===== src/monitor_pin_consts.vh =====
`ifndef MONITOR_PIN_CONSTS_VH
`define MONITOR_PIN_CONSTS_VH

// Register offsets
`define REG_CONFIG 4'h0
`define REG_STATUS 4'h1
`define REG_MASK 4'h2
`define REG_TACH_MODE 4'h3
`define REG_PIN_DIR 4'h4
`define REG_PIN_OUT 4'h5
`define REG_PIN_IN 4'h6
`define REG_FAN_EN 4'h7
`define REG_ADDR_LSB 4'h8
`define REG_ROUND 4'h9
`define REG_FAN_SEL 4'ha
`define REG_FAN_COUNT 4'hb
`define REG_INTRUSION 4'hc

// Field positions
`define CFG_IRQ_EN_BIT 1
`define CFG_NAND_TEST_BIT 2
`define INTRUSION_BIT 6
`define STAT_ROUND_BIT 0
`define STAT_FANS_BIT 1
`define STAT_PIN_BIT 2

// Reset values
`define CONFIG_RESET 8'h00
`define FAN_EN_RESET 8'hff

// Timing: ms figures in microseconds, clock in kHz
`define CLK_KHZ 125000
`define SHORT_CONV_US 11380
`define LONG_CONV_US 34130
`define SHORT_CONV_COUNT 18
`define LONG_CONV_COUNT 2
`define PULSES_PER_REV 2
`define ADDR_SAMPLE_CYCLES 16

`endif


===== src/fan_tach_counter.v =====
`timescale 1ns/1ps
`include "monitor_pin_consts.vh"

module fan_tach_counter #(
	parameter COUNT_W = 16
)(
	// Clock and reset
	input wire core_clk,
	input wire rstn,
	// Control
	input wire start,
	input wire tachIn,
	input wire [COUNT_W-1:0] limit,
	// Result
	output reg done,
	output reg [COUNT_W-1:0] count
);

	reg tachPrev_q;
	reg [1:0] edges_q;
	reg busy_q;
	reg [COUNT_W-1:0] cnt_q;

	// Duration follows fan speed, not a fixed window
	always @(posedge core_clk)
	begin
		if (!rstn)
		begin
			tachPrev_q <= 1'b1;
			edges_q <= 2'h0;
			busy_q <= 1'b0;
			cnt_q <= {COUNT_W{1'b0}};
			done <= 1'b0;
			count <= {COUNT_W{1'b0}};
		end
		else
		begin
			tachPrev_q <= tachIn;
			done <= 1'b0;
			if (start)
			begin
				busy_q <= 1'b1;
				edges_q <= 2'h0;
				cnt_q <= {COUNT_W{1'b0}};
			end
			else if (busy_q)
			begin
				// Count one revolution: first edge opens, two more pulses close
				// Runs from start so a stopped fan still reaches the limit
				if ((edges_q == 2'h0) && !tachPrev_q && tachIn)
					cnt_q <= {COUNT_W{1'b0}};
				else
					cnt_q <= cnt_q + {{(COUNT_W-1){1'b0}}, 1'b1};
				if (!tachPrev_q && tachIn)
					edges_q <= edges_q + 2'h1;
				if ((edges_q == `PULSES_PER_REV) && !tachPrev_q && tachIn)
				begin
					busy_q <= 1'b0;
					done <= 1'b1;
					count <= cnt_q;
				end
				else if (cnt_q == limit)
				begin
					// Stalled fan gives full-scale count
					busy_q <= 1'b0;
					done <= 1'b1;
					count <= {COUNT_W{1'b1}};
				end
			end
		end
	end

endmodule


===== src/monitor_pin_control.v =====
`timescale 1ns/1ps
`include "monitor_pin_consts.vh"

module monitor_pin_control #(
	parameter COUNT_W = 16,
	parameter SHORT_CYCLES = (`SHORT_CONV_US * (`CLK_KHZ / 1000)),
	parameter LONG_CYCLES = (`LONG_CONV_US * (`CLK_KHZ / 1000)),
	parameter [COUNT_W-1:0] FAN_LIMIT = 16'hffff
)(
	// Clock and reset
	input wire core_clk,
	input wire rstn,
	// Register port
	input wire [3:0] regAddr,
	input wire [7:0] regWdata,
	input wire regWr,
	input wire regRd,
	output reg [7:0] regRdata,
	// Address select / test out pin
	input wire addrSelHighIn,
	input wire addrSelLowIn,
	input wire nandTreeIn,
	output reg addrSelOut,
	output reg addrSelOe_n,
	// Tach or general pins
	input wire [7:0] tachPinIn,
	output reg [7:0] tachPinOut,
	output reg [7:0] tachPinOe_n,
	// Dedicated general pins
	input wire [1:0] generalPinIn,
	output reg [1:0] generalPinOut,
	output reg [1:0] generalPinOe_n,
	// Intrusion and battery
	input wire intrusionIn,
	input wire batterySense,
	output reg intrusionLatched,
	// Interrupt pin
	output reg irqOut_n,
	output reg irqOe_n,
	// Round progress
	output reg convStrobe
);

	localparam ST_SHORT = 3'b001;
	localparam ST_LONG = 3'b010;
	localparam ST_DONE = 3'b100;

	reg [7:0] config_q;
	reg [2:0] status_q;
	reg [2:0] mask_q;
	reg [7:0] tachMode_q;
	reg [1:0] pinDir_q;
	reg [9:0] pinOut_q;
	reg [7:0] fanEn_q;
	reg [1:0] addrLsb_q;
	reg [3:0] addrCnt_q;
	reg [2:0] state_q;
	reg [31:0] convTimer_q;
	reg [4:0] convIdx_q;
	reg [7:0] roundCnt_q;
	reg [2:0] fanSel_q;
	reg fanStart_q;
	reg fanBusy_q;
	reg [COUNT_W-1:0] fanCount_q;
	reg [9:0] pinPrev_q;
	reg intrusion_q;
	wire fanDone;
	wire [COUNT_W-1:0] fanCount;
	wire [2:0] events;
	wire anyFan;
	wire [9:0] pinInAll;

	function wr_hit;
		input [3:0] addr;
		input [3:0] target;
		input we;
		begin
			wr_hit = we && (addr == target);
		end
	endfunction

	assign anyFan = |(fanEn_q & ~tachMode_q);
	assign pinInAll = {generalPinIn, tachPinIn};

	// ------------------------------------------------
	// Monitoring round
	// ------------------------------------------------
	always @(posedge core_clk)
	begin
		if (!rstn)
		begin
			state_q <= ST_SHORT;
			convTimer_q <= 32'h0;
			convIdx_q <= 5'h0;
			roundCnt_q <= 8'h0;
			convStrobe <= 1'b0;
		end
		else
		begin
			convStrobe <= 1'b0;
			convTimer_q <= convTimer_q + 32'h1;
			case (state_q)
			ST_SHORT:
				if (convTimer_q == SHORT_CYCLES - 1)
				begin
					convTimer_q <= 32'h0;
					convStrobe <= 1'b1;
					if (convIdx_q == `SHORT_CONV_COUNT - 1)
					begin
						convIdx_q <= 5'h0;
						state_q <= ST_LONG;
					end
					else
						convIdx_q <= convIdx_q + 5'h1;
				end
			ST_LONG:
				if (convTimer_q == LONG_CYCLES - 1)
				begin
					convTimer_q <= 32'h0;
					convStrobe <= 1'b1;
					if (convIdx_q == `LONG_CONV_COUNT - 1)
					begin
						convIdx_q <= 5'h0;
						state_q <= ST_DONE;
					end
					else
						convIdx_q <= convIdx_q + 5'h1;
				end
			ST_DONE:
			begin
				convTimer_q <= 32'h0;
				roundCnt_q <= roundCnt_q + 8'h1;
				state_q <= ST_SHORT;
			end
			default:
				state_q <= ST_SHORT;
			endcase
		end
	end

	// ------------------------------------------------
	// Fan round
	// ------------------------------------------------
	fan_tach_counter #(
		.COUNT_W(COUNT_W)
	) u_tach (
		.core_clk(core_clk),
		.rstn(rstn),
		.start(fanStart_q),
		.tachIn(tachPinIn[fanSel_q]),
		.limit(FAN_LIMIT),
		.done(fanDone),
		.count(fanCount)
	);

	// Only enabled tach-mode fans are visited, so round length varies
	always @(posedge core_clk)
	begin
		if (!rstn)
		begin
			fanSel_q <= 3'h0;
			fanStart_q <= 1'b0;
			fanBusy_q <= 1'b0;
			fanCount_q <= {COUNT_W{1'b0}};
		end
		else
		begin
			fanStart_q <= 1'b0;
			if (!fanBusy_q)
			begin
				if (fanEn_q[fanSel_q] && !tachMode_q[fanSel_q])
				begin
					fanStart_q <= 1'b1;
					fanBusy_q <= 1'b1;
				end
				else
					fanSel_q <= fanSel_q + 3'h1;
			end
			else if (fanDone)
			begin
				fanBusy_q <= 1'b0;
				fanCount_q <= fanCount;
				fanSel_q <= fanSel_q + 3'h1;
			end
		end
	end

	// ------------------------------------------------
	// Events and registers
	// ------------------------------------------------
	assign events[`STAT_ROUND_BIT] = (state_q == ST_DONE);
	assign events[`STAT_FANS_BIT] = anyFan && &fanSel_q && (fanBusy_q ? fanDone : !fanEn_q[7] | tachMode_q[7]);
	assign events[`STAT_PIN_BIT] = |(pinInAll & ~pinPrev_q);

	always @(posedge core_clk)
	begin
		if (!rstn)
		begin
			config_q <= `CONFIG_RESET;
			status_q <= 3'h0;
			mask_q <= 3'h0;
			tachMode_q <= 8'h00;
			pinDir_q <= 2'h0;
			pinOut_q <= 10'h3ff;
			fanEn_q <= `FAN_EN_RESET;
			pinPrev_q <= 10'h3ff;
		end
		else
		begin
			pinPrev_q <= pinInAll;
			if (wr_hit(regAddr, `REG_CONFIG, regWr))
				config_q <= regWdata;
			if (wr_hit(regAddr, `REG_MASK, regWr))
				mask_q <= regWdata[2:0];
			if (wr_hit(regAddr, `REG_TACH_MODE, regWr))
				tachMode_q <= regWdata;
			if (wr_hit(regAddr, `REG_PIN_DIR, regWr))
				pinDir_q <= regWdata[1:0];
			if (wr_hit(regAddr, `REG_PIN_OUT, regWr))
				pinOut_q[7:0] <= regWdata;
			if (wr_hit(regAddr, `REG_PIN_DIR, regWr))
				pinOut_q[9:8] <= regWdata[5:4];
			if (wr_hit(regAddr, `REG_FAN_EN, regWr))
				fanEn_q <= regWdata;
			// Set wins over write-one-to-clear
			if (wr_hit(regAddr, `REG_STATUS, regWr))
				status_q <= (status_q & ~regWdata[2:0]) | events;
			else
				status_q <= status_q | events;
		end
	end

	// Intrusion latch lives on battery: kept through core reset
	always @(posedge core_clk)
	begin
		if (!batterySense)
			intrusion_q <= 1'b0;
		else if (intrusionIn)
			intrusion_q <= 1'b1;
		else if (rstn && wr_hit(regAddr, `REG_INTRUSION, regWr) && regWdata[`INTRUSION_BIT])
			intrusion_q <= 1'b0;
	end

	// ------------------------------------------------
	// Address select sampling
	// ------------------------------------------------
	// Floating seen as neither high nor low on the last sample of the window
	always @(posedge core_clk)
	begin
		if (!rstn)
		begin
			addrCnt_q <= 4'h0;
			addrLsb_q <= 2'h1;
		end
		else if (addrCnt_q != `ADDR_SAMPLE_CYCLES - 1)
		begin
			addrCnt_q <= addrCnt_q + 4'h1;
			if (addrSelHighIn)
				addrLsb_q <= 2'h2;
			else if (addrSelLowIn)
				addrLsb_q <= 2'h0;
			else
				addrLsb_q <= 2'h1;
		end
	end

	// ------------------------------------------------
	// Pins and read data
	// ------------------------------------------------
	genvar g;
	generate
		for (g = 0; g < 8; g = g + 1)
		begin : tachPins
			always @(posedge core_clk)
			begin
				if (!rstn)
				begin
					tachPinOut[g] <= 1'b0;
					tachPinOe_n[g] <= 1'b1;
				end
				else
				begin
					tachPinOut[g] <= 1'b0;
					tachPinOe_n[g] <= !(tachMode_q[g] && !pinOut_q[g]);
				end
			end
		end
		for (g = 0; g < 2; g = g + 1)
		begin : genPins
			always @(posedge core_clk)
			begin
				if (!rstn)
				begin
					generalPinOut[g] <= 1'b0;
					generalPinOe_n[g] <= 1'b1;
				end
				else
				begin
					generalPinOut[g] <= pinOut_q[8+g];
					generalPinOe_n[g] <= !pinDir_q[g];
				end
			end
		end
	endgenerate

	always @(posedge core_clk)
	begin
		if (!rstn)
		begin
			addrSelOut <= 1'b0;
			addrSelOe_n <= 1'b1;
			irqOut_n <= 1'b1;
			irqOe_n <= 1'b1;
			intrusionLatched <= 1'b0;
			regRdata <= 8'h00;
		end
		else
		begin
			addrSelOut <= nandTreeIn;
			addrSelOe_n <= !config_q[`CFG_NAND_TEST_BIT];
			irqOut_n <= 1'b0;
			// Driven low only when enabled and pending, else released
			irqOe_n <= !(config_q[`CFG_IRQ_EN_BIT] && |(status_q & mask_q));
			intrusionLatched <= intrusion_q;
			regRdata <= 8'h00;
			if (regRd)
			begin
				case (regAddr)
				`REG_CONFIG: regRdata <= config_q;
				`REG_STATUS: regRdata <= {5'h0, status_q};
				`REG_MASK: regRdata <= {5'h0, mask_q};
				`REG_TACH_MODE: regRdata <= tachMode_q;
				`REG_PIN_DIR: regRdata <= {2'h0, pinOut_q[9:8], 2'h0, pinDir_q};
				`REG_PIN_OUT: regRdata <= pinOut_q[7:0];
				`REG_PIN_IN: regRdata <= tachPinIn;
				`REG_FAN_EN: regRdata <= fanEn_q;
				`REG_ADDR_LSB: regRdata <= {generalPinIn, 4'h0, addrLsb_q};
				`REG_ROUND: regRdata <= roundCnt_q;
				`REG_FAN_SEL: regRdata <= {5'h0, fanSel_q};
				`REG_FAN_COUNT: regRdata <= fanCount_q[COUNT_W-1:COUNT_W-8];
				`REG_INTRUSION: regRdata <= {1'b0, intrusion_q, 6'h0};
				default: regRdata <= 8'h00;
				endcase
			end
		end
	end

endmodule


===== config.mk =====
export PLATFORM = sky130hd
export DESIGN_NAME = monitor_pin_control
export DESIGN_NICKNAME = d
export VERILOG_FILES = /design/src/fan_tach_counter.v /design/src/monitor_pin_control.v
export VERILOG_INCLUDE_DIRS = /design/src
export SDC_FILE = /design/constraint.sdc
export NUM_CORES = 1
export LEC_CHECK = 0
export BUFFER_PORTS_ARGS = -buffer_cell sky130_fd_sc_hd__buf_2
export CAP_MARGIN = 40
export CORE_UTILIZATION = 25
export CTS_BUF_LIST = sky130_fd_sc_hd__clkbuf_4 sky130_fd_sc_hd__clkbuf_8
export CTS_CLUSTER_SIZE = 30
export DETAILED_ROUTE_END_ITERATION = 8
export GPL_ROUTABILITY_DRIVEN = 0
export PLACE_DENSITY = 0.48
export SKIP_CTS_REPAIR_TIMING = 1
export SLEW_MARGIN = 15
export SYNTH_ARGS = -nofsm -noshare
export SYNTH_HDL_FRONTEND = slang
export SYNTH_SLANG_ARGS = --single-unit

===== constraint.sdc =====
create_clock -name core_clk -period 3.5 [get_ports core_clk]
set_clock_uncertainty 0.15 [all_clocks]
set_input_delay 0.525 -clock core_clk [delete_from_list [all_inputs] [get_ports core_clk]]
set_output_delay 0.525 -clock core_clk [all_outputs]
set_load 0.02 [all_outputs]

# ---- After elaboration in Yosys (flattened, before gate mapping)
# Cells that the tools add are included.
dict set report totals {
  mem_bits_ro 0
  elab_cells 208
  inputBits 31
  memories 0
  latchBits 0
  reg_bits 191
  out_inout_bits 34
  ramBits 0
}
dict set report op_classes {
  div_mod_pow 0
  n_bitwise 13
  shift 0
  n_reduce_logical 69
  multipliers 0
  n_eq_ne 28
  add_sub_neg 7
  order_cmp 1
  n_mux 45
}
# cell count
set ops {}
lappend ops {{$pmux W8 S13} 1}
lappend ops {{$pmux W32 S3} 1}
lappend ops {{$mux W32} 2}
lappend ops {{$mux W16} 3}
lappend ops {{$add A32 B1 Y32 const B} 1}
lappend ops {{$eq A32 B21 Y1 const B} 1}
lappend ops {{$eq A32 B23 Y1 const B} 1}
lappend ops {{$logic_and A1 B1 Y1} 27}
lappend ops {{$mux W3} 8}
lappend ops {{$logic_not A1 Y1} 23}
lappend ops {{$eq A4 B4 Y1 const B} 5}
lappend ops {{$mux W5} 4}
lappend ops {{$mux W1} 19}
lappend ops {{$add A16 B1 Y16 const B} 1}
lappend ops {{$eq A16 B16 Y1 const B} 1}
lappend ops {{$eq A4 B3 Y1 const B} 4}
lappend ops {{$and A10 B10 Y10} 1}
lappend ops {{$ne A2 B2 Y1 const B} 5}
lappend ops {{$not A10 Y10} 1}
lappend ops {{$pmux W5 S2} 1}
lappend ops {{$reduce_or A10 Y1} 1}
lappend ops {{$bmux W1 S3} 3}
lappend ops {{$reduce_and A3 Y1} 3}
lappend ops {{$add A8 B1 Y8 const B} 1}
lappend ops {{other kinds (33)} 45}

# ---- Longest topological paths before layout
# Gate-level depths: netlist of the first run.
dict set report logic_depth {
  word_depth 7
  mapped_depth 8
  ltp_nobuf 7
}

# ---- Cells and area by module
# A second synthesis of the first run with hierarchy kept.
dict set report unflattened {
  cells_unflattened 967
  area_unflattened_um2 8525.7
}
# module cells_each n_inst seq_area_each_um2 area_each_um2
set modules_own_cells {}
lappend modules_own_cells {monitor_pin_control 748 1 2922.8 6526.3}
lappend modules_own_cells {fan_tach_counter 219 1 740.7 1999.4}

# ---- Worst setup path before layout of the first run
# Ideal clock, no wire load.
dict set report synth_path {
  path_type {input to register}
  start {input tachPinIn[6]}
  end {register u_tach.count[10]}
  cell_stages 6
  path_buffers 1
  setup_slack_ps 1496
  setup_ps 119
  arrival_time_ps 1735
  required_time_ps 3231
  path_cell_list {mux4_2 -> mux2i_4 -> or4_4 -> buf_6 -> nand2_8 -> o221a_1}
}
dict set report synth_between {
  elab_chain_len 5
  elab_cells_between_ends 6
  cone_classes {3 x mux; 3 x reduce/logical}
}
# item line
set synth_lines {}
lappend synth_lines {{start: declaration} monitor_pin_control.v:26} ;# input wire [7:0] tachPinIn,
lappend synth_lines {{$bmux W1 S3 (*)} monitor_pin_control.v:150} ;# .tachIn(tachPinIn[fanSel_q]),
lappend synth_lines {{$mux W1 (implied by the code) (*)} monitor_pin_control.v:150}
lappend synth_lines {{$logic_and A1 B1 Y1 (*)} fan_tach_counter.v:56} ;# if ((edges_q == `PULSES_PER_REV) && !tachPrev_q && tachIn)
lappend synth_lines {{$reduce_bool A2 Y1 (no source line)} --}
lappend synth_lines {{$reduce_and A3 Y1 (no source line)} --}
lappend synth_lines {{end signal: assignment} fan_tach_counter.v:34} ;# count <= {COUNT_W{1'b0}};
lappend synth_lines {{end signal: assignment} fan_tach_counter.v:60} ;# count <= cnt_q;
lappend synth_lines {{end signal: assignment} fan_tach_counter.v:67} ;# count <= {COUNT_W{1'b1}};
lappend synth_lines {{end: declaration} fan_tach_counter.v:16} ;# output reg [COUNT_W-1:0] count
# Mark *: on every way between the ends. The rest lies on a longest branch, timed or not. The select of a mux whose other input is x is not followed.
# A chain may end at the register's enable or synchronous reset.

# ---- Final worst setup path of the first run
dict set report layout_path {
  start {register convTimer_q[19]}
  end {register convTimer_q[4]}
}
dict set report layout_between {
  elab_chain_len 3
  elab_cells_between_ends 5
  cone_classes {2 x eq/ne; 3 x mux}
}
# item line
set layout_lines {}
lappend layout_lines {{start: declaration} monitor_pin_control.v:58} ;# reg [31:0] convTimer_q;
lappend layout_lines {{start signal: assignment} monitor_pin_control.v:101} ;# convTimer_q <= convTimer_q + 32'h1;
lappend layout_lines {{$eq A32 B23 Y1 or $eq A32 B21 Y1 (tied branches)} {monitor_pin_control.v:117, monitor_pin_control.v:104}}
lappend layout_lines {{$mux W32, on equally long branches} {monitor_pin_control.v:117, monitor_pin_control.v:104}}
lappend layout_lines {{$pmux W32 S3 (*)} monitor_pin_control.v:102} ;# case (state_q)
# Mark *: on every way between the ends. The rest lies on a longest branch, timed or not.

==> key figures, run 1 <==
Clocking
  • Reg clk slew, reported paths: 100 ps
  • Sink count of the clock tree: 175
  • TritonCTS clock tree: built
  • TritonCTS buffer count: 17
  • Clock insertion delay at the later pin of the skew report: 480 ps
  • Root buf cell: sky130_fd_sc_hd__clkbuf_8
  • Number of H-tree branching levels: 4
  • Number of buffers on the longest clock path: 2

Cells and area
  • Ant. Diodes: 0
  • Count of filler cells inserted in the layout: 3265
  • Leading cell type in the layout, fill and taps excluded: sky130_fd_sc_hd__dfxtp_1
  • Share of post-route cells with drive strength above 1: 12.4%
  • Commonest cells after routing, fill and taps aside: sky130_fd_sc_hd__dfxtp_1, sky130_fd_sc_hd__nand2_1, sky130_fd_sc_hd__nor2_1, sky130_fd_sc_hd__nand3_1, sky130_fd_sc_hd__buf_2
  • Number of nets at the end of the flow: 970
  • Area growth from synthesis to final layout: 13.7%

Setup path
  • Kind of critical path: reg2reg
  • Worst EP arrival: 2500 ps
  • Critical Path Source Type: register
  • Element type at the critical path end: register
  • Largest fanout of any net on the critical path: 32
  • Launch point of the worst path: convTimer_q[19]
  • Critical path required time: 3690 ps
  • Reg-to-reg startpoint: convTimer_q[19]

Power
  • Leakage power figure: 3.30 nW
  • Worst supply voltage drop on vdd: 0.000219 V
  • Pwr dens: 454 nW/µm²

Synth
  • Biggest area contributors in the synthesized netlist: sky130_fd_sc_hd__dfxtp_1, sky130_fd_sc_hd__nand2_1, sky130_fd_sc_hd__nor2_1
  • Synthesized cell area: 7790 µm²
  • Main flop type after synthesis: sky130_fd_sc_hd__dfxtp_1
  • Warnings, synthesis: 0
  • Post-Synthesis Cells: 886
  • Area fraction of the dominant cell type after synthesis: 45.0%
  • Cell type contributing the most total cell area after synthesis: sky130_fd_sc_hd__dfxtp_1
  • Synthesized flop and latch total: 175
  • Share of flip-flops with an asynchronous set or reset after synthesis: 0%
  • Sequential-to-total area share from yosys stat: 45.0%
  • Distinct cells, synth: 72
  • Number of enable flip-flop cells after synthesis: 0
  • Post-synthesis area per instance: 8.80 µm²

Job
  • Max-cap violation count: 0

Detailed routing
  • Number of DRC violations after detailed-routing iteration 0: 476
  • Remaining antenna violation count after routing: 0
  • DRT Wirelength: 20800 µm
  • Detailed-routing iteration count for the pre-antenna-repair pass: 5
  • Average wire per cell in the routed design: 15.5 µm
  • Via density: 4.77
  • DRC errors left: 0
  • Via Count: 6372

Place
  • Port-buffer cells: 56
  • DP Wirelength: 14900 µm

Timing
  • Peak Freq: 434 MHz
  • Final max-slew violation count: 0
  • Worst-case headroom to the max-slew limit: 46.2%
  • Number of endpoints failing setup at the final stage: 0
  • Least-Margin Pin Slew: 800 ps
  • Final critical path time including I/O delays and setup: 2310 ps
  • Unrepaired setup endpoints after global routing: false
  • Ratio of final minimum period to clock period: 65.9%
  • Fin Setup TNS: 0 ps
  • Worst Hold Margin: 106 ps
  • Final Hold Violating Endpoints: 0

Global routing
  • Overall track demand over capacity in global routing: 13.7%
  • Vias in the first global route: 6040
  • Number of antenna violations at the first check in global routing: 0
  • First-pass GRT wire length: 33600 µm
  • Fraction of met3 tracks used by global routing: 2.62%
  • Largest net degree at the start of global routing: 36
  • GRT met2 Usage: 20.5%
  • Most crowded layer after global routing: met2
  • Global routing usage on met1: 19.5%
  • Total congestion overflow: 0

Hold path
  • Hold Path Origin: nandTreeIn
  • Worst hold path class: in2reg

Floorplanning
  • Total core area: 30700 µm²
  • Initial Util: 25.4%
  • Die Span Y: 179 µm
  • Horizontal die dimension: 179 µm
  • Count of standard-cell rows: 64
  • I/O pins: 65
  • Total Die Area: 31900 µm²

Outcome
  • Status: complete, no violations
-- report_power, final --
group          internal (mW)  leakage, nW  switching (mW)
clock network          0.699        0.212           0.794
registers               2.05         1.42          0.0974
logic                  0.159         1.67           0.228
total                   2.91         3.30            1.12
-- worst paths after layout --
| kind | endpoint | slack (ps) | cells after the start |
|---|---|---|---|
| worst max-delay path | convTimer_q[4] | 1190 | 5 |
| worst min register to register | addrSelOe_n | 270 | 1 |
| worst max register to register | convTimer_q[4] | 1190 | 5 |
| worst min-delay path | addrSelOut | 110 | 2 |
-- worst max-delay path: stages, from the launching register on --
cell and delay [ps]:
sky130_fd_sc_hd__dfxtp_1 380, sky130_fd_sc_hd__nor4b_1 550, sky130_fd_sc_hd__nand4b_1 430, sky130_fd_sc_hd__o21ai_2 230, sky130_fd_sc_hd__buf_4 340, sky130_fd_sc_hd__nor2_1 90
-- kinds of logic (layout without fill, tap and decap cells) --
kind of cell               count (synthesis)  in the layout  synth area share [%]
AOI/OAI and AO/OA                        138            138                  12.2
muxes                                     29             29                  4.41
adders and majority gates                 12             12                  1.93
DFF                                      175            175                  45.0
other                                      1              8                0.0481
xor gates and xnor gates                  53             53                  5.96
and+or+nand+nor                          401            401                  26.1
buffers and inverters                     77            124                  4.33
-- synthesized netlist by cell type, types with 4 or more instances --
cell	count
sky130_fd_sc_hd__dfxtp_1	175
sky130_fd_sc_hd__nand2_1	106
sky130_fd_sc_hd__nor2_1	94
sky130_fd_sc_hd__nand3_1	68
sky130_fd_sc_hd__xor2_1	37
sky130_fd_sc_hd__a21oi_1	33
sky130_fd_sc_hd__clkbuf_1	26
sky130_fd_sc_hd__inv_1	26
sky130_fd_sc_hd__nand4_1	24
sky130_fd_sc_hd__mux2i_1	22
sky130_fd_sc_hd__o21ai_0	17
sky130_fd_sc_hd__xnor2_1	16
sky130_fd_sc_hd__and3_1	15
sky130_fd_sc_hd__a22oi_1	14
sky130_fd_sc_hd__ha_1	12
sky130_fd_sc_hd__nand3b_1	12
sky130_fd_sc_hd__nor3_1	12
sky130_fd_sc_hd__nand2b_1	11
sky130_fd_sc_hd__o211ai_1	11
sky130_fd_sc_hd__o22ai_1	10
sky130_fd_sc_hd__and2_1	9
sky130_fd_sc_hd__buf_4	9
sky130_fd_sc_hd__nor4_1	9
sky130_fd_sc_hd__buf_1	8
sky130_fd_sc_hd__o221a_1	8
sky130_fd_sc_hd__buf_2	6
sky130_fd_sc_hd__nor2b_1	6
sky130_fd_sc_hd__and4_1	5
sky130_fd_sc_hd__a31oi_1	4
sky130_fd_sc_hd__o21a_1	4
-- metrics by stage --
step	area, µm²	setup WS (ps)	power, mW	instances	util, %
after global routing	8860	959	4.24	1336	28.9
after floorplan	7820	1500	2.45	893	-
final	8860	1190	4.02	1336	28.9
after global placement	8440	1150	2.58	1304	27.5
after CTS	8860	1170	4.09	1336	28.9
after detailed placement	8440	1170	2.58	1304	27.5
-- registers in the layout (all words and copies together), names as in the netlist, 4 cells and up --
signal,cells
u_tach.count,8
pinPrev_q,10
u_tach.cnt_q,16
roundCnt_q,8
addrCnt_q,4
pinOut_q,10
tachPinOe_n,8
fanEn_q,8
convTimer_q,32
regRdata,8
convIdx_q,5
tachMode_q,8
config_q,8
fanCount_q,8
-- cell type report --
cell class / count / area (µm²) / share of cell area (%)
clock buffers: 20 / 269 / 3.04
clock inverters: 12 / 148 / 1.67
inverters: 27 / 101 / 1.14
multi-input cells: 641 / 3980 / 45.0
flip-flops and latches: 175 / 3500 / 39.5
well taps: 396 / 495 / 5.59
repair buffers: 65 / 360 / 4.07
-- routing by layer --
metal | vias to the layer above | wire length, µm
met5 | - | 0
met4 | 0 | 316
met3 | 20 | 822
met2 | 120 | 9120
met1 | 3014 | 10500
li1 | 3218 | -
No activity file was read; power rests on OpenSTA's default activity.
==> run 2: changes to the inputs <==
PLACE_DENSITY = 0.49   (was 0.48)
clock period = 2.1 ns   (was 3.5 ns; I/O delays follow)
==> run 2 against run 1 <==
  * Via count rose by 5.2%
  * Routed wire length rose by 5.0%
  * Sequential power grew 65%
  * Global-route usage grew 0.36 points
  * Hold slack worse by 78 ps
  * Non-clock buffer count up 76
  * Critical path type is now in2reg
  * Largest power group unchanged
  * Highest routed layer unchanged
==> key figures, run 2 (same netlist as run 1, synthesis figures left out) <==
Detailed routing
  • Via Count: 6704 (+5.2%)
  • DRT Wirelength: 21800 µm (+5.0%)
  • Average wire per cell in the routed design: 15.4 µm (-0.62%)
  • Via density: 4.75 (-0.45%)
  • Number of DRC violations after detailed-routing iteration 0: 400 (-16%)
  • Detailed-routing iteration count for the pre-antenna-repair pass: 5 (unchanged)
  • DRC errors left: 0 (unchanged)
  • Remaining antenna violation count after routing: 0 (unchanged)

Clocking
  • TritonCTS buffer count: 17 (unchanged)
  • Reg clk slew, reported paths: 110 ps (about the same)
  • Clock insertion delay at the later pin of the skew report: 480 ps (about the same)
  • TritonCTS clock tree: built
  • Root buf cell: sky130_fd_sc_hd__clkbuf_8
  • Sink count of the clock tree: 175 (unchanged)
  • Number of H-tree branching levels: 4 (unchanged)
  • Number of buffers on the longest clock path: 2 (unchanged)

Cells and area
  • Area growth from synthesis to final layout: 22.1%
  • Ant. Diodes: 0 (unchanged)
  • Share of post-route cells with drive strength above 1: 17.7% (+5.3 points)
  • Registers with the most flip-flops: convTimer_q (32), u_tach.cnt_q (16)
  • Most flops, register: convTimer_q
  • Final design instance area without fill: 9520 µm² (+7.4%)
  • Commonest cells after routing, fill and taps aside: sky130_fd_sc_hd__dfxtp_1, sky130_fd_sc_hd__nand2_1, sky130_fd_sc_hd__nor2_1, sky130_fd_sc_hd__nand3_1, sky130_fd_sc_hd__buf_4
  • Flip-flop count of the largest register after layout: 32 (unchanged)
  • Number of nets at the end of the flow: 1046 (+7.8%)
  • Leading cell type in the layout, fill and taps excluded: sky130_fd_sc_hd__dfxtp_1

Timing
  • Worst-case headroom to the max-slew limit: 54.7% (+8.4 points)
  • Final max-slew violation count: 0 (unchanged)
  • Peak Freq: 481 MHz
  • Number of endpoints failing setup at the final stage: 0 (unchanged)
  • Final Hold Violating Endpoints: 0 (unchanged)
  • Fin Setup TNS: 0 ps (unchanged)
  • Worst Hold Margin: 28.6 ps (-77.5 ps)
  • Final critical path time including I/O delays and setup: 2080 ps
  • Least-Margin Pin Slew: 678 ps (-123 ps)
  • Ratio of final minimum period to clock period: 99.0%

Power
  • Sequential group share of total power: 52.2% (-1.1 points)
  • Worst supply voltage drop on vdd: 0.000383 V (+75%)
  • Leakage power figure: 3.67 nW (+11%)
  • Internal Dissipation: 4.80 mW (+65%)
  • Total Power Consumption: 6.77 mW (+68%)
  • Reported net switching power: 1.98 mW (+76%)
  • Share of total power in combinational logic: 11.7% (+2.1 points)
  • Power share of the clock group: 36.0% (-1.1 points)
  • Sw Share: 29.2% (+1.3 points)
  • Pwr dens: 712 nW/µm² (+57%)

Setup path
  • Worst EP arrival: 2300 ps (-200 ps)
  • Slack of the worst reg-to-reg path: 50 ps (-1140 ps)
  • Capturing point of the worst reg2reg path: convIdx_q[3]
  • Reg-to-reg startpoint: convTimer_q[18]
  • Critical Path Source Type: input pin
  • Critical path required time: 2320 ps (-1370 ps)
  • Kind of critical path: in2reg
  • Element type at the critical path end: register
  • Register-to-Register Path Depth: 5 (unchanged)
  • Largest fanout of any net on the critical path: 9 (-72%)

Global routing
  • Largest net degree at the start of global routing: 33 (-8.3%)
  • Number of antenna violations at the first check in global routing: 0 (unchanged)
  • Overall track demand over capacity in global routing: 14.1% (+0.36 points)
  • First-pass GRT wire length: 34500 µm (+2.8%)
  • Total congestion overflow: 0 (unchanged)
  • Vias in the first global route: 6262 (+3.7%)

Floorplanning
  • Count of standard-cell rows: 64 (unchanged)
  • Horizontal die dimension: 179 µm (unchanged)
  • I/O pins: 65 (unchanged)
  • Total Die Area: 31900 µm² (unchanged)
  • Initial Util: 25.4% (unchanged)
  • Total core area: 30700 µm² (unchanged)
  • Die Span Y: 179 µm (unchanged)

Outcome
  • Status: complete, no violations

Hold path
  • Worst hold path cell count: 2 (unchanged)
  • Worst hold path class: in2reg
  • Worst Hold End: u_tach.count[13]
  • Hold Path Origin: rstn

Place
  • Port-buffer cells: 56 (unchanged)
  • DP Wirelength: 16000 µm (+7.2%)
  • DP Area: 8880 µm² (+5.1%)

Job
  • Max-cap violation count: 0 (unchanged)
## run 2: per-stage QoR
step	setup WS, ps	util [%]	std cells
floorplan	97.2	-	893
global placement	63.9	28.9	1360
detailed placement	38.3	28.9	1360
CTS	28.0	30.3	1392
global route	-0.824	31.0	1412
finish	20.3	31.0	1412
## run 2: cell type report
cell class	count	area, µm²
multi-input cells	641	4000
fillers	3275	21200
repair buffers	141	991
clock inverters	14	174
well taps	396	495
flip-flops and latches	175	3510
clock buffers	18	248
inverters	27	101
## run 2: worst max-delay path by stage
stage,from,slack [ps],endpoint,cells after the start
after global placement,convTimer_q[1],60,convIdx_q[3],7
after CTS,convTimer_q[0],30,convIdx_q[3],6
after global routing,convTimer_q[3],-0.8,convIdx_q[2],5
final,tachPinIn[7],20,u_tach.count[9],7
after detailed placement,convTimer_q[0],40,convIdx_q[3],6
after floorplan,fanSel_q[2],100,u_tach.count[10],6
## run 2: power by group through the flow
| stage | combinational [mW] | clock [mW] | sequential, mW |
|---|---|---|---|
| 2_1_floorplan | 0.514 | 0 | 3.57 |
| 3_3_place_gp | 0.755 | 0 | 3.61 |
| 6_report | 0.795 | 2.44 | 3.54 |
| 4_1_cts | 0.764 | 2.55 | 3.54 |
| 3_5_place_dp | 0.760 | 0 | 3.61 |
| 5_1_grt | 0.870 | 2.69 | 3.56 |
## run 2: critical path, cell delays in order
cell and delay, ps:
sky130_fd_sc_hd__dlygate4sd3_1 560, sky130_fd_sc_hd__buf_2 150, sky130_fd_sc_hd__mux4_2 490, sky130_fd_sc_hd__mux2i_4 220, sky130_fd_sc_hd__or4_4 260, sky130_fd_sc_hd__nand2_8 80
sky130_fd_sc_hd__o221a_1 220
## run 2: layer usage
| metal | global-route usage (%) | routed length (µm) |
|---|---|---|
| met5 | 0 | 0 |
| met4 | 4.38 | 270 |
| met3 | 2.64 | 914 |
| met2 | 22.3 | 9960 |
| met1 | 19.2 | 10700 |
==> run 3: changes to the inputs <==
MAX_ROUTING_LAYER = met4   (was default)
==> run 3 against run 2 <==
  * Fmax is essentially flat
  * Flip-flop and latch count is the same
  * Critical path depth is the same
  * Clock-buffer cell count is the same
  * Critical path type unchanged
  * Critical endpoint is now u_tach.count[13]
==> key figures, run 3 (same netlist as run 1, synthesis figures left out) <==
Cells and area
  • Post-route insts no fill: 1411 (-0.071%)
  • Multi-input combinational cell area: 4000 µm² (unchanged)
  • Area growth from synthesis to final layout: 22.0%
  • Count of filler cells inserted in the layout: 3275 (unchanged)
  • Commonest cells after routing, fill and taps aside: sky130_fd_sc_hd__dfxtp_1, sky130_fd_sc_hd__nand2_1, sky130_fd_sc_hd__nor2_1, sky130_fd_sc_hd__nand3_1, sky130_fd_sc_hd__buf_4
  • Share of post-route cells with drive strength above 1: 17.7% (about the same)
  • Number of nets at the end of the flow: 1045 (-0.096%)
  • Ant. Diodes: 0 (unchanged)
  • Total area of sequential cells: 3510 µm² (unchanged)
  • Most flops, register: convTimer_q
  • Flip-flop count of the largest register after layout: 32 (unchanged)
  • Leading cell type in the layout, fill and taps excluded: sky130_fd_sc_hd__dfxtp_1
  • Registers with the most flip-flops: convTimer_q (32), u_tach.cnt_q (16)

Timing
  • Least-Margin Pin Slew: 674 ps (-4.10 ps)
  • Worst Hold Margin: 18.0 ps (-10.6 ps)
  • Final max-slew violation count: 0 (unchanged)
  • Final critical path time including I/O delays and setup: 2080 ps (-0.800 ps)
  • Peak Freq: 481 MHz (about the same)
  • Worst-case headroom to the max-slew limit: 54.9% (+0.27 points)
  • Final Hold Violating Endpoints: 0 (unchanged)
  • Number of endpoints failing setup at the final stage: 0 (unchanged)
  • Ratio of final minimum period to clock period: 99.0% (about the same)

Clocking
  • Number of H-tree branching levels: 4 (unchanged)
  • Root buf cell: sky130_fd_sc_hd__clkbuf_8
  • TritonCTS clock tree: built
  • TritonCTS buffer count: 17 (unchanged)
  • Number of buffers on the longest clock path: 2 (unchanged)
  • Sink count of the clock tree: 175 (unchanged)
  • Clock insertion delay at the later pin of the skew report: 480 ps (about the same)
  • Reg clk slew, reported paths: 100 ps (about the same)

Global routing
  • Number of antenna violations at the first check in global routing: 0 (unchanged)
  • Vias in the first global route: 6255 (-0.11%)
  • Largest net degree at the start of global routing: 33 (unchanged)
  • Overall track demand over capacity in global routing: 14.5% (+0.42 points)
  • Total congestion overflow: 0 (unchanged)
  • First-pass GRT wire length: 34500 µm (about the same)

Detailed routing
  • Via Count: 6686 (-0.27%)
  • Detailed-routing iteration count for the pre-antenna-repair pass: 8 (+3)
  • Average wire per cell in the routed design: 15.4 µm (about the same)
  • DRT Wirelength: 21800 µm (about the same)
  • Number of DRC violations after detailed-routing iteration 0: 497 (+24%)
  • Via density: 4.74 (-0.20%)
  • Remaining antenna violation count after routing: 0 (unchanged)
  • DRC errors left: 0 (unchanged)

Power
  • Worst supply voltage drop on vdd: 0.000384 V (+0.32%)
  • Sequential group share of total power: 52.3% (about the same)
  • Internal Dissipation: 4.80 mW (about the same)
  • Power share of the clock group: 36.0% (about the same)
  • Reported net switching power: 1.97 mW (about the same)
  • Pwr dens: 712 nW/µm² (about the same)
  • Sw Share: 29.1% (about the same)
  • Leakage power figure: 3.67 nW (-0.11%)
  • Share of total power in combinational logic: 11.7% (about the same)

Setup path
  • Largest fanout of any net on the critical path: 9 (unchanged)
  • Critical path required time: 2330 ps (about the same)
  • Kind of critical path: in2reg
  • Register-to-Register Path Depth: 5 (unchanged)
  • Worst EP arrival: 2310 ps (about the same)
  • Reg-to-reg startpoint: convTimer_q[18]
  • Critical Path Source Type: input pin
  • Capturing point of the worst reg2reg path: convIdx_q[3]
  • Element type at the critical path end: register
  • Slack of the worst reg-to-reg path: 50 ps (about the same)

Outcome
  • Status: complete, no violations

Floorplanning
  • Initial Util: 25.4% (unchanged)
  • Horizontal die dimension: 179 µm (unchanged)
  • I/O pins: 65 (unchanged)
  • Total Die Area: 31900 µm² (unchanged)
  • Die Span Y: 179 µm (unchanged)
  • Total core area: 30700 µm² (unchanged)
  • Count of standard-cell rows: 64 (unchanged)

Hold path
  • Worst hold path class: in2reg
  • Hold Path Origin: addrSelLowIn
  • Worst Hold End: addrLsb_q[0]
  • Worst hold path cell count: 4 (+2)

Place
  • Port-buffer cells: 56 (unchanged)
  • DP Wirelength: 16000 µm (unchanged)
  • Instance count after placement with tap cells included: 1360 (unchanged)

Job
  • Max-cap violation count: 0 (unchanged)
-- run 3: per-layer routing --
layer | wire length [µm] | vias to the layer above | global-route usage, % | part of all wire, %
met4 | 265 | 0 | 4.38 | 1.2
met2 | 9950 | 139 | 22.3 | 46
met1 | 10700 | 3187 | 19.2 | 49
met5 | 0 | - | - | 0
li1 | - | 3347 | - | -
met3 | 879 | 13 | 2.58 | 4.0
-- run 3: final cells by class --
cell class                      instances  share of cell area [%]
Multi-Input combinational cell        641                    42.1
Sequential cell                       175                    36.9
Timing Repair Buffer                  140                    10.3
Tap cell                              396                    5.21
Clock buffer                           18                    2.61
Clock inverter                         14                    1.83
Inverter                               27                    1.07
-- run 3: per-stage QoR --
| step | power (mW) | setup TNS (ps) | instance area (µm²) | utilization, % | setup WS, ps |
|---|---|---|---|---|---|
| after detailed placement | 4.37 | 0 | 8880 | 28.9 | 38.3 |
| after CTS | 6.85 | 0 | 9300 | 30.3 | 28.0 |
| after global routing | 7.12 | -0.901 | 9510 | 31.0 | -0.901 |
| after floorplan | 4.09 | 0 | 7820 | - | 97.2 |
| final | 6.77 | 0 | 9510 | 31.0 | 21.1 |
| after global placement | 4.37 | 0 | 8880 | 28.9 | 63.9 |
-- run 3: worst max-delay path by stage --
| stage | from | endpoint | slack, ps | cells past startpoint |
|---|---|---|---|---|
| after floorplan | fanSel_q[2] | u_tach.count[10] | 100 | 6 |
| after global placement | convTimer_q[1] | convIdx_q[3] | 60 | 7 |
| after detailed placement | convTimer_q[0] | convIdx_q[3] | 40 | 6 |
| after CTS | convTimer_q[0] | convIdx_q[3] | 30 | 6 |
| after global routing | convTimer_q[3] | convIdx_q[2] | -0.9 | 5 |
| final | tachPinIn[7] | u_tach.count[13] | 20 | 7 |
-- run 3: worst max-delay path, stage by stage --
cell and delay [ps]:
sky130_fd_sc_hd__dlygate4sd3_1 560, sky130_fd_sc_hd__buf_2 150, sky130_fd_sc_hd__mux4_2 490, sky130_fd_sc_hd__mux2i_4 220, sky130_fd_sc_hd__or4_4 260, sky130_fd_sc_hd__nand2_8 80
sky130_fd_sc_hd__o221a_1 230
-- run 3: power by group through the flow --
stage	clock, mW	sequential, mW	combinational (mW)
finish	2.44	3.54	0.793
global route	2.69	3.56	0.868
CTS	2.55	3.54	0.764
detailed placement	0	3.61	0.760
global placement	0	3.61	0.755
floorplan	0	3.57	0.514
